File: src/pkg/uiopm_pkg.sv
// Purpose: shared constants and carriers for the io and power control register
// Assumes: eight-bit register reached by the link's register access port
// Notes:   encodings and offsets are used by name in the design
`default_nettype none
package uiopm_pkg;
  // register addresses
  localparam logic [5:0] ADDR_WRITE = 6'h39;
  localparam logic [5:0] ADDR_SET   = 6'h3A;
  localparam logic [5:0] ADDR_CLEAR = 6'h3B;
  // field positions
  localparam int BIT_ZERO       = 0;
  localparam int BIT_SWAP       = 1;
  localparam int BIT_LVL_LO     = 2;
  localparam int BIT_PLUS_PU    = 4;
  localparam int BIT_MINUS_PU   = 5;
  localparam int BIT_USB_LVL_LO = 6;
  // reset value: serial level 01, rest zero
  localparam logic [7:0] RESET_VALUE = 8'h04;
  // writable bits (bit 0 reads zero)
  localparam logic [7:0] WRITE_MASK  = 8'hFE;
  // regulator level codes
  localparam logic [1:0] LVL_3V3  = 2'h0;
  localparam logic [1:0] LVL_3V0  = 2'h1;
  localparam logic [1:0] LVL_2V75 = 2'h2;
  localparam logic [1:0] LVL_2V5  = 2'h3;

  typedef enum logic [1:0] {
    UIOPM_MODE_USB   = 2'h0,
    UIOPM_MODE_UART  = 2'h1,
    UIOPM_MODE_AUDIO = 2'h2
  } uiopm_mode_t;

  // register access from the link
  typedef struct packed {
    logic       wr;
    logic       rd;
    logic [5:0] addr;
    logic [7:0] wdata;
  } uiopm_req_t;

  // pin routing and analog controls
  typedef struct packed {
    logic       plus_to_phy_minus;
    logic [1:0] regulator_level;
    logic       plus_pullup_on;
    logic       minus_pullup_on;
  } uiopm_ctl_t;
endpackage
`default_nettype wire
File: src/hw/uiopm_regs.sv
// Purpose: usb io and power management control register with set and clear
// Assumes: link register accesses are synchronous to clk
// Notes:   rst models the active low reset pin already inverted
//
// Behaviour
// - read at three addresses; write, set, clear
// - swap bit exchanges plus and minus pins
// - serial mode routing follows swap bit
// - audio pins ignore swap bit
// - bits 3:2 select serial regulator level
// - level applied when serial transmit asserts
// - audio mode holds regulator at 3.3V
// - bits 4,5 enable data line pullups
// - serial mode forces both pullups on
`timescale 1ns/100ps
`default_nettype none
module uiopm_regs
(
  input  wire logic                    clk,
  input  wire logic                    rst,
  input  wire uiopm_pkg::uiopm_req_t   req,
  input  wire uiopm_pkg::uiopm_mode_t  mode,
  input  wire logic                    serial_transmit_enable,
  input  wire logic                    phy_line_a,
  input  wire logic                    phy_line_b,
  output logic [7:0]                   rdata,
  output logic                         rdata_valid,
  output logic                         hit,
  output logic                         data_line_swap,
  output logic                         dp_line,
  output logic                         dm_line,
  output uiopm_pkg::uiopm_ctl_t        ctl
);
  typedef struct packed {
    logic [7:0] reg_v;
    logic [7:0] rdata;
    logic       rvalid;
    logic       serial_active;
    logic [1:0] level;
  } uiopm_state_t;

  uiopm_state_t st_r;
  uiopm_state_t st_nxt;
  logic         is_addr;

  // any of the three addresses is readable
  // address decode
  assign is_addr = (req.addr == uiopm_pkg::ADDR_WRITE) ||
                   (req.addr == uiopm_pkg::ADDR_SET) ||
                   (req.addr == uiopm_pkg::ADDR_CLEAR);
  assign hit = is_addr;

  // next state
  always_comb
  begin
    st_nxt = st_r;
    st_nxt.rvalid = 1'b0;
    if (req.wr)
    begin
      case (req.addr)
        uiopm_pkg::ADDR_WRITE: st_nxt.reg_v = req.wdata & uiopm_pkg::WRITE_MASK;
        uiopm_pkg::ADDR_SET:   st_nxt.reg_v = st_r.reg_v | (req.wdata & uiopm_pkg::WRITE_MASK);
        uiopm_pkg::ADDR_CLEAR: st_nxt.reg_v = st_r.reg_v & ~req.wdata;
        default:               st_nxt.reg_v = st_r.reg_v;
      endcase
    end
    else if (req.rd && is_addr)
    begin
      st_nxt.rdata  = st_r.reg_v & uiopm_pkg::WRITE_MASK;
      st_nxt.rvalid = 1'b1;
    end
    // latch serial level on transmit enable
    if (mode == uiopm_pkg::UIOPM_MODE_UART && serial_transmit_enable)
    begin
      st_nxt.serial_active = 1'b1;
      st_nxt.level = st_r.reg_v[uiopm_pkg::BIT_LVL_LO +: 2];
    end
    else if (mode == uiopm_pkg::UIOPM_MODE_UART && st_r.serial_active)
    begin
      // later field writes still reach the regulator once serial is up
      st_nxt.level = st_r.reg_v[uiopm_pkg::BIT_LVL_LO +: 2];
    end
    else if (mode != uiopm_pkg::UIOPM_MODE_UART)
    begin
      st_nxt.serial_active = 1'b0;
      st_nxt.level = uiopm_pkg::LVL_3V3;
    end
  end

  // state register
  always_ff @(posedge clk)
  begin
    if (rst)
    begin
      st_r.reg_v         <= uiopm_pkg::RESET_VALUE;
      st_r.rdata         <= 8'h00;
      st_r.rvalid        <= 1'b0;
      st_r.serial_active <= 1'b0;
      st_r.level         <= uiopm_pkg::LVL_3V3;
    end
    else
    begin
      st_r <= st_nxt;
    end
  end

  assign rdata          = st_r.rdata;
  assign rdata_valid    = st_r.rvalid;
  assign data_line_swap = st_r.reg_v[uiopm_pkg::BIT_SWAP];

  uiopm_route u_route
  (
    .swap       (data_line_swap),
    .mode       (mode),
    .line_a     (phy_line_a),
    .line_b     (phy_line_b),
    .plus_line  (dp_line),
    .minus_line (dm_line)
  );

  // analog control outputs
  always_comb
  begin
    ctl.plus_to_phy_minus = data_line_swap && (mode != uiopm_pkg::UIOPM_MODE_AUDIO);
    if (mode == uiopm_pkg::UIOPM_MODE_AUDIO)
      ctl.regulator_level = uiopm_pkg::LVL_3V3;
    else
      ctl.regulator_level = st_r.level;
    ctl.plus_pullup_on  = st_r.reg_v[uiopm_pkg::BIT_PLUS_PU] ||
                          (mode == uiopm_pkg::UIOPM_MODE_UART);
    ctl.minus_pullup_on = st_r.reg_v[uiopm_pkg::BIT_MINUS_PU] ||
                          (mode == uiopm_pkg::UIOPM_MODE_UART);
  end

  property p_set_bits;
    @(posedge clk) disable iff (rst)
      (req.wr && req.addr == uiopm_pkg::ADDR_SET) |=>
        ((st_r.reg_v & ($past(req.wdata) & uiopm_pkg::WRITE_MASK)) ==
         ($past(req.wdata) & uiopm_pkg::WRITE_MASK));
  endproperty
  a_set_bits: assert property (p_set_bits) else $error("set lost a bit");

  property p_clr_bits;
    @(posedge clk) disable iff (rst)
      (req.wr && req.addr == uiopm_pkg::ADDR_CLEAR) |=>
        ((st_r.reg_v & $past(req.wdata)) == 8'h00);
  endproperty
  a_clr_bits: assert property (p_clr_bits) else $error("clear left a bit");

  property p_read;
    @(posedge clk) disable iff (rst)
      (req.rd && !req.wr && is_addr) |=> (rdata_valid && rdata == $past(st_r.reg_v));
  endproperty
  a_read: assert property (p_read) else $error("read data wrong");

  property p_zero;
    @(posedge clk) disable iff (rst) rdata_valid |-> !rdata[uiopm_pkg::BIT_ZERO];
  endproperty
  a_zero: assert property (p_zero) else $error("bit 0 read as one");

  property p_swap;
    @(posedge clk) disable iff (rst)
      (data_line_swap && mode == uiopm_pkg::UIOPM_MODE_USB) |-> (dp_line == phy_line_b);
  endproperty
  a_swap: assert property (p_swap) else $error("swap not applied");

  property p_uart_swap;
    @(posedge clk) disable iff (rst)
      (data_line_swap && mode == uiopm_pkg::UIOPM_MODE_UART) |-> (dm_line == phy_line_a);
  endproperty
  a_uart_swap: assert property (p_uart_swap) else $error("serial swap missing");

  property p_audio;
    @(posedge clk) disable iff (rst)
      (mode == uiopm_pkg::UIOPM_MODE_AUDIO) |->
        (dp_line == phy_line_a && ctl.regulator_level == uiopm_pkg::LVL_3V3);
  endproperty
  a_audio: assert property (p_audio) else $error("audio mode wrong");

  property p_level;
    @(posedge clk) disable iff (rst)
      (mode == uiopm_pkg::UIOPM_MODE_UART && serial_transmit_enable) |=>
        (mode != uiopm_pkg::UIOPM_MODE_UART ||
         ctl.regulator_level == $past(st_r.reg_v[uiopm_pkg::BIT_LVL_LO +: 2]));
  endproperty
  a_level: assert property (p_level) else $error("serial level not applied");

  property p_pullup;
    @(posedge clk) disable iff (rst)
      (mode == uiopm_pkg::UIOPM_MODE_UART) |-> (ctl.plus_pullup_on && ctl.minus_pullup_on);
  endproperty
  a_pullup: assert property (p_pullup) else $error("serial pullups off");

  property p_pullup_bits;
    @(posedge clk) disable iff (rst)
      (mode != uiopm_pkg::UIOPM_MODE_UART) |->
        (ctl.plus_pullup_on == st_r.reg_v[uiopm_pkg::BIT_PLUS_PU] &&
         ctl.minus_pullup_on == st_r.reg_v[uiopm_pkg::BIT_MINUS_PU]);
  endproperty
  a_pullup_bits: assert property (p_pullup_bits) else $error("pullup bit not applied");
endmodule
`default_nettype wire

File: src/hw/uiopm_route.sv
// Purpose: data line routing for usb, serial and audio modes
// Assumes: swap select comes from the control register
// Notes:   audio outputs are never swapped
`timescale 1ns/100ps
`default_nettype none
module uiopm_route
(
  input  wire logic               swap,
  input  wire uiopm_pkg::uiopm_mode_t mode,
  input  wire logic               line_a,
  input  wire logic               line_b,
  output logic                    plus_line,
  output logic                    minus_line
);
  // swap applies in usb and serial mode, never in audio
  // serial follows swap
  always_comb
  begin
    if (swap && (mode != uiopm_pkg::UIOPM_MODE_AUDIO))
    begin
      plus_line  = line_b;
      minus_line = line_a;
    end
    else
    begin
      plus_line  = line_a;
      minus_line = line_b;
    end
  end
endmodule
`default_nettype wire

File: config.mk
export PLATFORM = sky130hd
export DESIGN_NAME = uiopm_regs
export DESIGN_NICKNAME = d
export VERILOG_FILES = /design/src/pkg/uiopm_pkg.sv /design/src/hw/uiopm_regs.sv /design/src/hw/uiopm_route.sv
export SDC_FILE = /design/constraint.sdc
export NUM_CORES = 1
export LEC_CHECK = 0
export BUFFER_PORTS_ARGS = -buffer_cell sky130_fd_sc_hd__buf_2
export CORE_ASPECT_RATIO = 0.7
export CORE_UTILIZATION = 40
export CTS_CLUSTER_DIAMETER = 120
export DETAILED_ROUTE_END_ITERATION = 16
export PLACE_DENSITY_LB_ADDON = 0.25
export SYNTH_ARGS = -nofsm -noshare
export SYNTH_HDL_FRONTEND = slang
export SYNTH_SLANG_ARGS = --single-unit
File: constraint.sdc
create_clock -name clk -period 1.26 [get_ports clk]
set_input_delay 0.063 -clock clk [delete_from_list [all_inputs] [get_ports clk]]
set_output_delay 0.063 -clock clk [all_outputs]
set_load 0.02 [all_outputs]
==> flow_metrics.py, run 1 <==
metrics = {
    "power_and_ir_drop": {
        "ir_worst_vdd_mv": 0.4279,
        "p_total_w": 0.001027,
        "pwr_density_cell_nw_per_um2": 799.8,
        "p_leak_nw": 0.5892,
    },
    "clocking": {
        "clock_latency_ns": 0.29,
        "numCtsBuffers": 3,
        "cts_tree": "yes",
        "cts.path.max_buffers": 2,
        "htreeDepth": 1,
        "clock_sinks": 18,
        "path_clk_slew_ns": 0.10,
        "clockRootBuffer": "clkbuf_4",
    },
    "detailed_routing": {
        "drtIter0Drc": 26,
        "remaining_drc_errors": 0,
        "vias": 844,
        "routed_wl_um": 2063,
        "post_drt_wl_per_cell_um": 11.40,
        "ant_nets": 0,
        "vias_per_cell": 4.663,
        "firstDrtPassIters": 4,
    },
    "timing": {
        "fmax_mhz": 814.1,
        "tns_ns": 0,
        "hold_viol": 0,
        "rsz0062_at_grt": "true",
        "skew_ns": 0.005824,
        "finalCriticalPeriod_ns": 1.228,
        "post-route-period-util_pct": 97.49,
        "slew_violations": 0,
        "setup_viol": 0,
    },
    "critical_path": {
        "crit_slowest_cell": "mux2_2",
        "path_max_fanout": 3,
        "cp-startpoint": "data_line_swap",
        "crit_required_ns": 1.20,
        "r2r-start": "st_r[14]",
        "crit_buf_inv": 1,
        "cp_top_family": "multiplexers",
        "cp_cell_sequence": "nand2_2 -> mux2_2 -> buf_6",
        "max_stage_delay_ns": 0.34,
        "critPathCaptureType": "primary output",
        "critical_path_class": "reg -> out",
        "start_kind": "flip-flop",
        "critical_path_arrival_ns": 1.17,
    },
    "floorplan": {
        "dieArea_um2": 2631,
        "die_h_um": 43.22,
        "initial_core_util_pct": 43.64,
        "io_pins": 41,
        "row_count": 14,
        "die_w_um": 60.89,
        "fp.coreArea_um2": 2225,
    },
    "yosys": {
        "yosys-top-cells-area": "dfxtp_1, nand2b_1, mux2i_1",
        "synth_ff_type": "dfxtp_1",
        "synth_warnings": 0,
        "synth.top_cell.area_share_pct": 37.11,
        "synth_area_per_cell_um2": 9.247,
        "synth-edff-count": 0,
        "syn_area_um2": 970.9,
        "yosysSeqAreaShare_pct": 37.11,
        "synth_cell_types": 28,
        "yosys.area.top_type": "dfxtp_1",
        "ys_seq_elements": 18,
        "synth_cells": 105,
        "async_flop_share_pct": 0,
        "syn-num-nets": 128,
    },
    "min_path": {
        "hold_class": "in -> reg",
        "hold_start": "serial_transmit_enable",
    },
    "final_layout": {
        "antenna_cells": 0,
        "layout-drive-gt1-share_pct": 40.94,
        "syn_to_final_growth_pct": 32.22,
        "stdcell_area_um2": 1284,
        "instances_no_fill": 181,
        "utilization_pct": 57.71,
        "nets": 174,
    },
    "status": {
        "status": "complete, no violations",
    },
    "global_routing": {
        "grt_pass1_vias": 790,
        "grt_max_degree": 16,
        "grt_overflow_total": 0,
        "antenna_found_initial": 0,
        "track_usage_pct": 18.58,
        "grt_pass1_wl_um": 3470,
    },
    "place": {
        "placed_cells": 171,
        "place_area_um2": 1177,
        "gp_congestion": 0.8447,
        "io_buffer_count": 38,
        "hpwl_um": 1560,
    },
    "run": {
        "maxCapViolations": 0,
    },
}
-- worst min-delay path: stages --
cell    delay (ns)
buf_2         0.09
nor2_1        0.05
nor2_1        0.07
-- power by group --
part / internal, W / switching (W) / leakage, nW
logic: 0.0000899 / 0.0000819 / 0.430
registers: 0.000573 / 0.00000192 / 0.146
clock network: 0.000111 / 0.000169 / 0.0138
total: 0.000774 / 0.000253 / 0.589
-- cell families (layout without fill, tap and decap cells) --
| group | after synthesis | count (layout) | share of synthesized area (%) |
|---|---|---|---|
| AND/OR/NAND/NOR | 48 | 48 | 31.96 |
| flip-flops | 18 | 18 | 37.11 |
| buffers and inverters | 15 | 59 | 10.18 |
| AO/OA/AOI/OAI | 12 | 12 | 9.020 |
| multiplexers | 9 | 9 | 9.536 |
| XOR/XNOR | 2 | 2 | 1.804 |
| other | 1 | 1 | 0.3862 |
-- Yosys cell counts, types with 2 or more instances --
master      n
nor2_1      4
clkbuf_1    2
nor2b_1     6
o21ai_0     2
mux2i_1     7
dfxtp_1    18
nor3_1      7
mux2_2      2
nand2b_1   18
and2_1      2
o2bb2ai_1   6
a21oi_1     2
nand2_1     4
buf_4       9
xnor2_1     2
inv_1       2
-- cell usage in the layout, fill, tap and decap left out, types with 2 or more instances in the layout --
cell,netlist,final
xnor2_1,2,2
nor2b_1,6,6
nand2b_1,18,18
buf_4,9,10
mux2i_1,7,7
nand2_1,4,3
mux2_2,2,2
nor2_1,4,4
buf_2,1,36
buf_6,1,2
o2bb2ai_1,6,6
a21oi_1,2,2
and2_1,2,2
dlygate4sd3_1,0,6
o21ai_0,2,2
clkbuf_4,0,3
dfxtp_1,18,17
inv_1,2,2
nor3_1,7,7
-- worst paths after layout --
path / endpoint / slack (ns) / cells after the start
max: dp_line / 0.03 / 3
min: st_r[2] / 0.02 / 3
max reg2reg: st_r[14] / 0.47 / 1
min reg2reg: st_r[0] / 0.45 / 2
-- cell type report --
class / instances / area [um^2]
Fill cell: 233 / 940.9
Tap cell: 32 / 40.04
Multi-Input combinational cell: 72 / 514.2
Timing Repair Buffer: 54 / 337.8
Sequential cell: 18 / 361.6
Clock buffer: 3 / 22.52
Inverter: 2 / 7.507
-- per-layer routing --
metal	vias to the layer above	track usage, %	wire, um
met1	376	24.39	1018
met2	26	29.23	916
li1	440	-	-
met4	0	4.091	21
met3	2	6.402	106
met5	-	0	0
-- timing repair --
item	CTS	global route
gates resized for setup	3	3
buffers inserted	1	0
endpoints found under the hold margin	6	0
hold buffers	6	0
setup endpoints to repair	2	2
-- stage by stage --
stage	hold WS, ns	setup WS, ns
2_1_floorplan	0.1799	0.08932
3_3_place_gp	0.2824	-0.0003638
3_5_place_dp	0.2849	-0.04212
4_1_cts	0.02567	0.005225
5_1_grt	0.04079	-0.02580
6_report	0.02351	0.03163
-- registers in the layout (all words and copies together), names as in the netlist --
name and flops:
rdata_valid 1, data_line_swap 1, rdata 7, st_r 9
Note: power is estimated with default switching activity, not from simulation.
==> inputs of run 2 (changes only) <==
--- a/config.mk
+++ b/config.mk
@@ -7,10 +7,11 @@
 export LEC_CHECK = 0
 export BUFFER_PORTS_ARGS = -buffer_cell sky130_fd_sc_hd__buf_2
 export CORE_ASPECT_RATIO = 0.7
-export CORE_UTILIZATION = 40
+export CORE_UTILIZATION = 35
 export CTS_CLUSTER_DIAMETER = 120
 export DETAILED_ROUTE_END_ITERATION = 16
 export PLACE_DENSITY_LB_ADDON = 0.25
+export SKIP_CTS_REPAIR_TIMING = 1
 export SYNTH_ARGS = -nofsm -noshare
 export SYNTH_HDL_FRONTEND = slang
 export SYNTH_SLANG_ARGS = --single-unit
==> flow_metrics.py, run 2 (synthesis gave the netlist of run 1 again) <==
metrics = {
    "final_layout": {
        "antenna_cells": 0,
        "syn_to_final_growth_pct": 27.84,
        "instances_no_fill": 177,
        "fillerInstances": 273,
        "layout-drive-gt1-share_pct": 42.66,
        "largest_reg_flops": 9,
        "nets": 167,
        "utilization_pct": 48.63,
        "final_common_cell": "buf_2",
        "final_cell_mix": "buf_2, nand2b_1, dfxtp_1",
        "reg_top3": "st_r: 9 flops, rdata: 7 flops",
        "largest_register": "st_r",
    },
    "critical_path": {
        "critical_path_arrival_ns": 1.16,
        "critical_path_class": "reg -> out",
        "crit_required_ns": 1.20,
        "start_kind": "flip-flop",
        "critPathCaptureType": "primary output",
        "reg2regPathDepth": 1,
        "path_max_fanout": 3,
        "timing.reg2reg.setup_slack_ns": 0.47,
    },
    "clocking": {
        "clock_latency_ns": 0.25,
        "cts_tree": "yes",
        "clockRootBuffer": "clkbuf_8",
        "cts.path.max_buffers": 2,
        "path_clk_slew_ns": 0.07,
        "clock_sinks": 18,
        "htreeDepth": 1,
        "numCtsBuffers": 3,
    },
    "timing": {
        "slew_violations": 0,
        "hold_viol": 0,
        "rsz0062_at_grt": "false",
        "fmax_mhz": 817.1,
        "finalCriticalPeriod_ns": 1.224,
        "setup_viol": 0,
        "post-route-period-util_pct": 97.12,
        "skew_ns": 0.002799,
        "tns_ns": 0,
    },
    "detailed_routing": {
        "post_drt_wl_per_cell_um": 12.03,
        "remaining_drc_errors": 0,
        "routed_wl_um": 2130,
        "ant_nets": 0,
        "drtIter0Drc": 29,
        "vias_per_cell": 4.621,
        "vias": 818,
        "firstDrtPassIters": 4,
    },
    "power_and_ir_drop": {
        "p_leak_nw": 0.5702,
        "pwr_density_cell_nw_per_um2": 968.9,
        "ir_worst_vdd_mv": 0.6256,
    },
    "floorplan": {
        "die_h_um": 46.07,
        "initial_core_util_pct": 38.04,
        "die_w_um": 64.95,
        "row_count": 15,
        "fp.coreArea_um2": 2552,
        "io_pins": 41,
        "dieArea_um2": 2992,
    },
    "global_routing": {
        "grt_pass1_wl_um": 3249,
        "grt_overflow_total": 0,
        "antenna_found_initial": 0,
        "grt_max_degree": 16,
        "track_usage_pct": 15.09,
        "grt_pass1_vias": 747,
    },
    "run": {
        "maxCapViolations": 0,
    },
    "min_path": {
        "hold_class": "in -> reg",
        "hold_depth": 2,
    },
    "place": {
        "placed_cells": 173,
        "gp_congestion": 0.8350,
        "io_buffer_count": 38,
        "hpwl_um": 1698,
    },
    "status": {
        "status": "complete, no violations",
    },
}
## run 2: changes by cell type in the layout (fill, tap and decap cells not counted)
cell	before	now
buf_2	36	37
buf_6	2	0
clkbuf_4	3	0
clkbuf_8	0	4
dlygate4sd3_1	6	0
## run 2: cell type report
cell class	instances	area [um^2]	share of cell area, %
sequential	18	361.6	29.13
inverter	2	7.507	0.6048
clock buffer	4	55.05	4.435
timing repair buffer	47	260.3	20.97
multi-input combinational	72	514.2	41.43
tap	34	42.54	3.427
## run 2: critical path, stage by stage (launching register included)
cell and delay (ns):
dfxtp_2 0.33, nand2_2 0.08, mux2_2 0.34, buf_4 0.16
## run 2: where the power goes
part           total [W]  internal (W)  switching [W]
Clock           0.000472      0.000278       0.000195
Combinational   0.000155     0.0000744      0.0000806
Sequential      0.000575      0.000573     0.00000216
## run 2: through the flow
step	worst slack [ns]	power, W	area, um^2	hold WS (ns)
4_1_cts	0.01220	0.001207	1235	0.02250
2_1_floorplan	0.08932	0.0006735	970.9	0.1799
3_3_place_gp	-0.02942	0.0007369	1180	0.2846
6_report	0.03623	0.001203	1241	0.02496
3_5_place_dp	-0.05698	0.0007415	1180	0.2858
5_1_grt	0.00004552	0.001251	1241	0.03796
## run 2: layer usage
metal	GRT usage [%]	vias to the layer above	part of all wire, %
li1	-	423	-
met1	18.67	368	48
met2	25.21	25	44
met3	4.703	2	7.1
met4	5.333	0	0.47
met5	0	-	0
## run 2: worst paths after layout
check,start,to
setup / recovery,data_line_swap,dp_line
hold / removal,req[4],st_r[16]
setup reg to reg,st_r[14],st_r[14]
hold reg to reg,st_r[0],st_r[0]
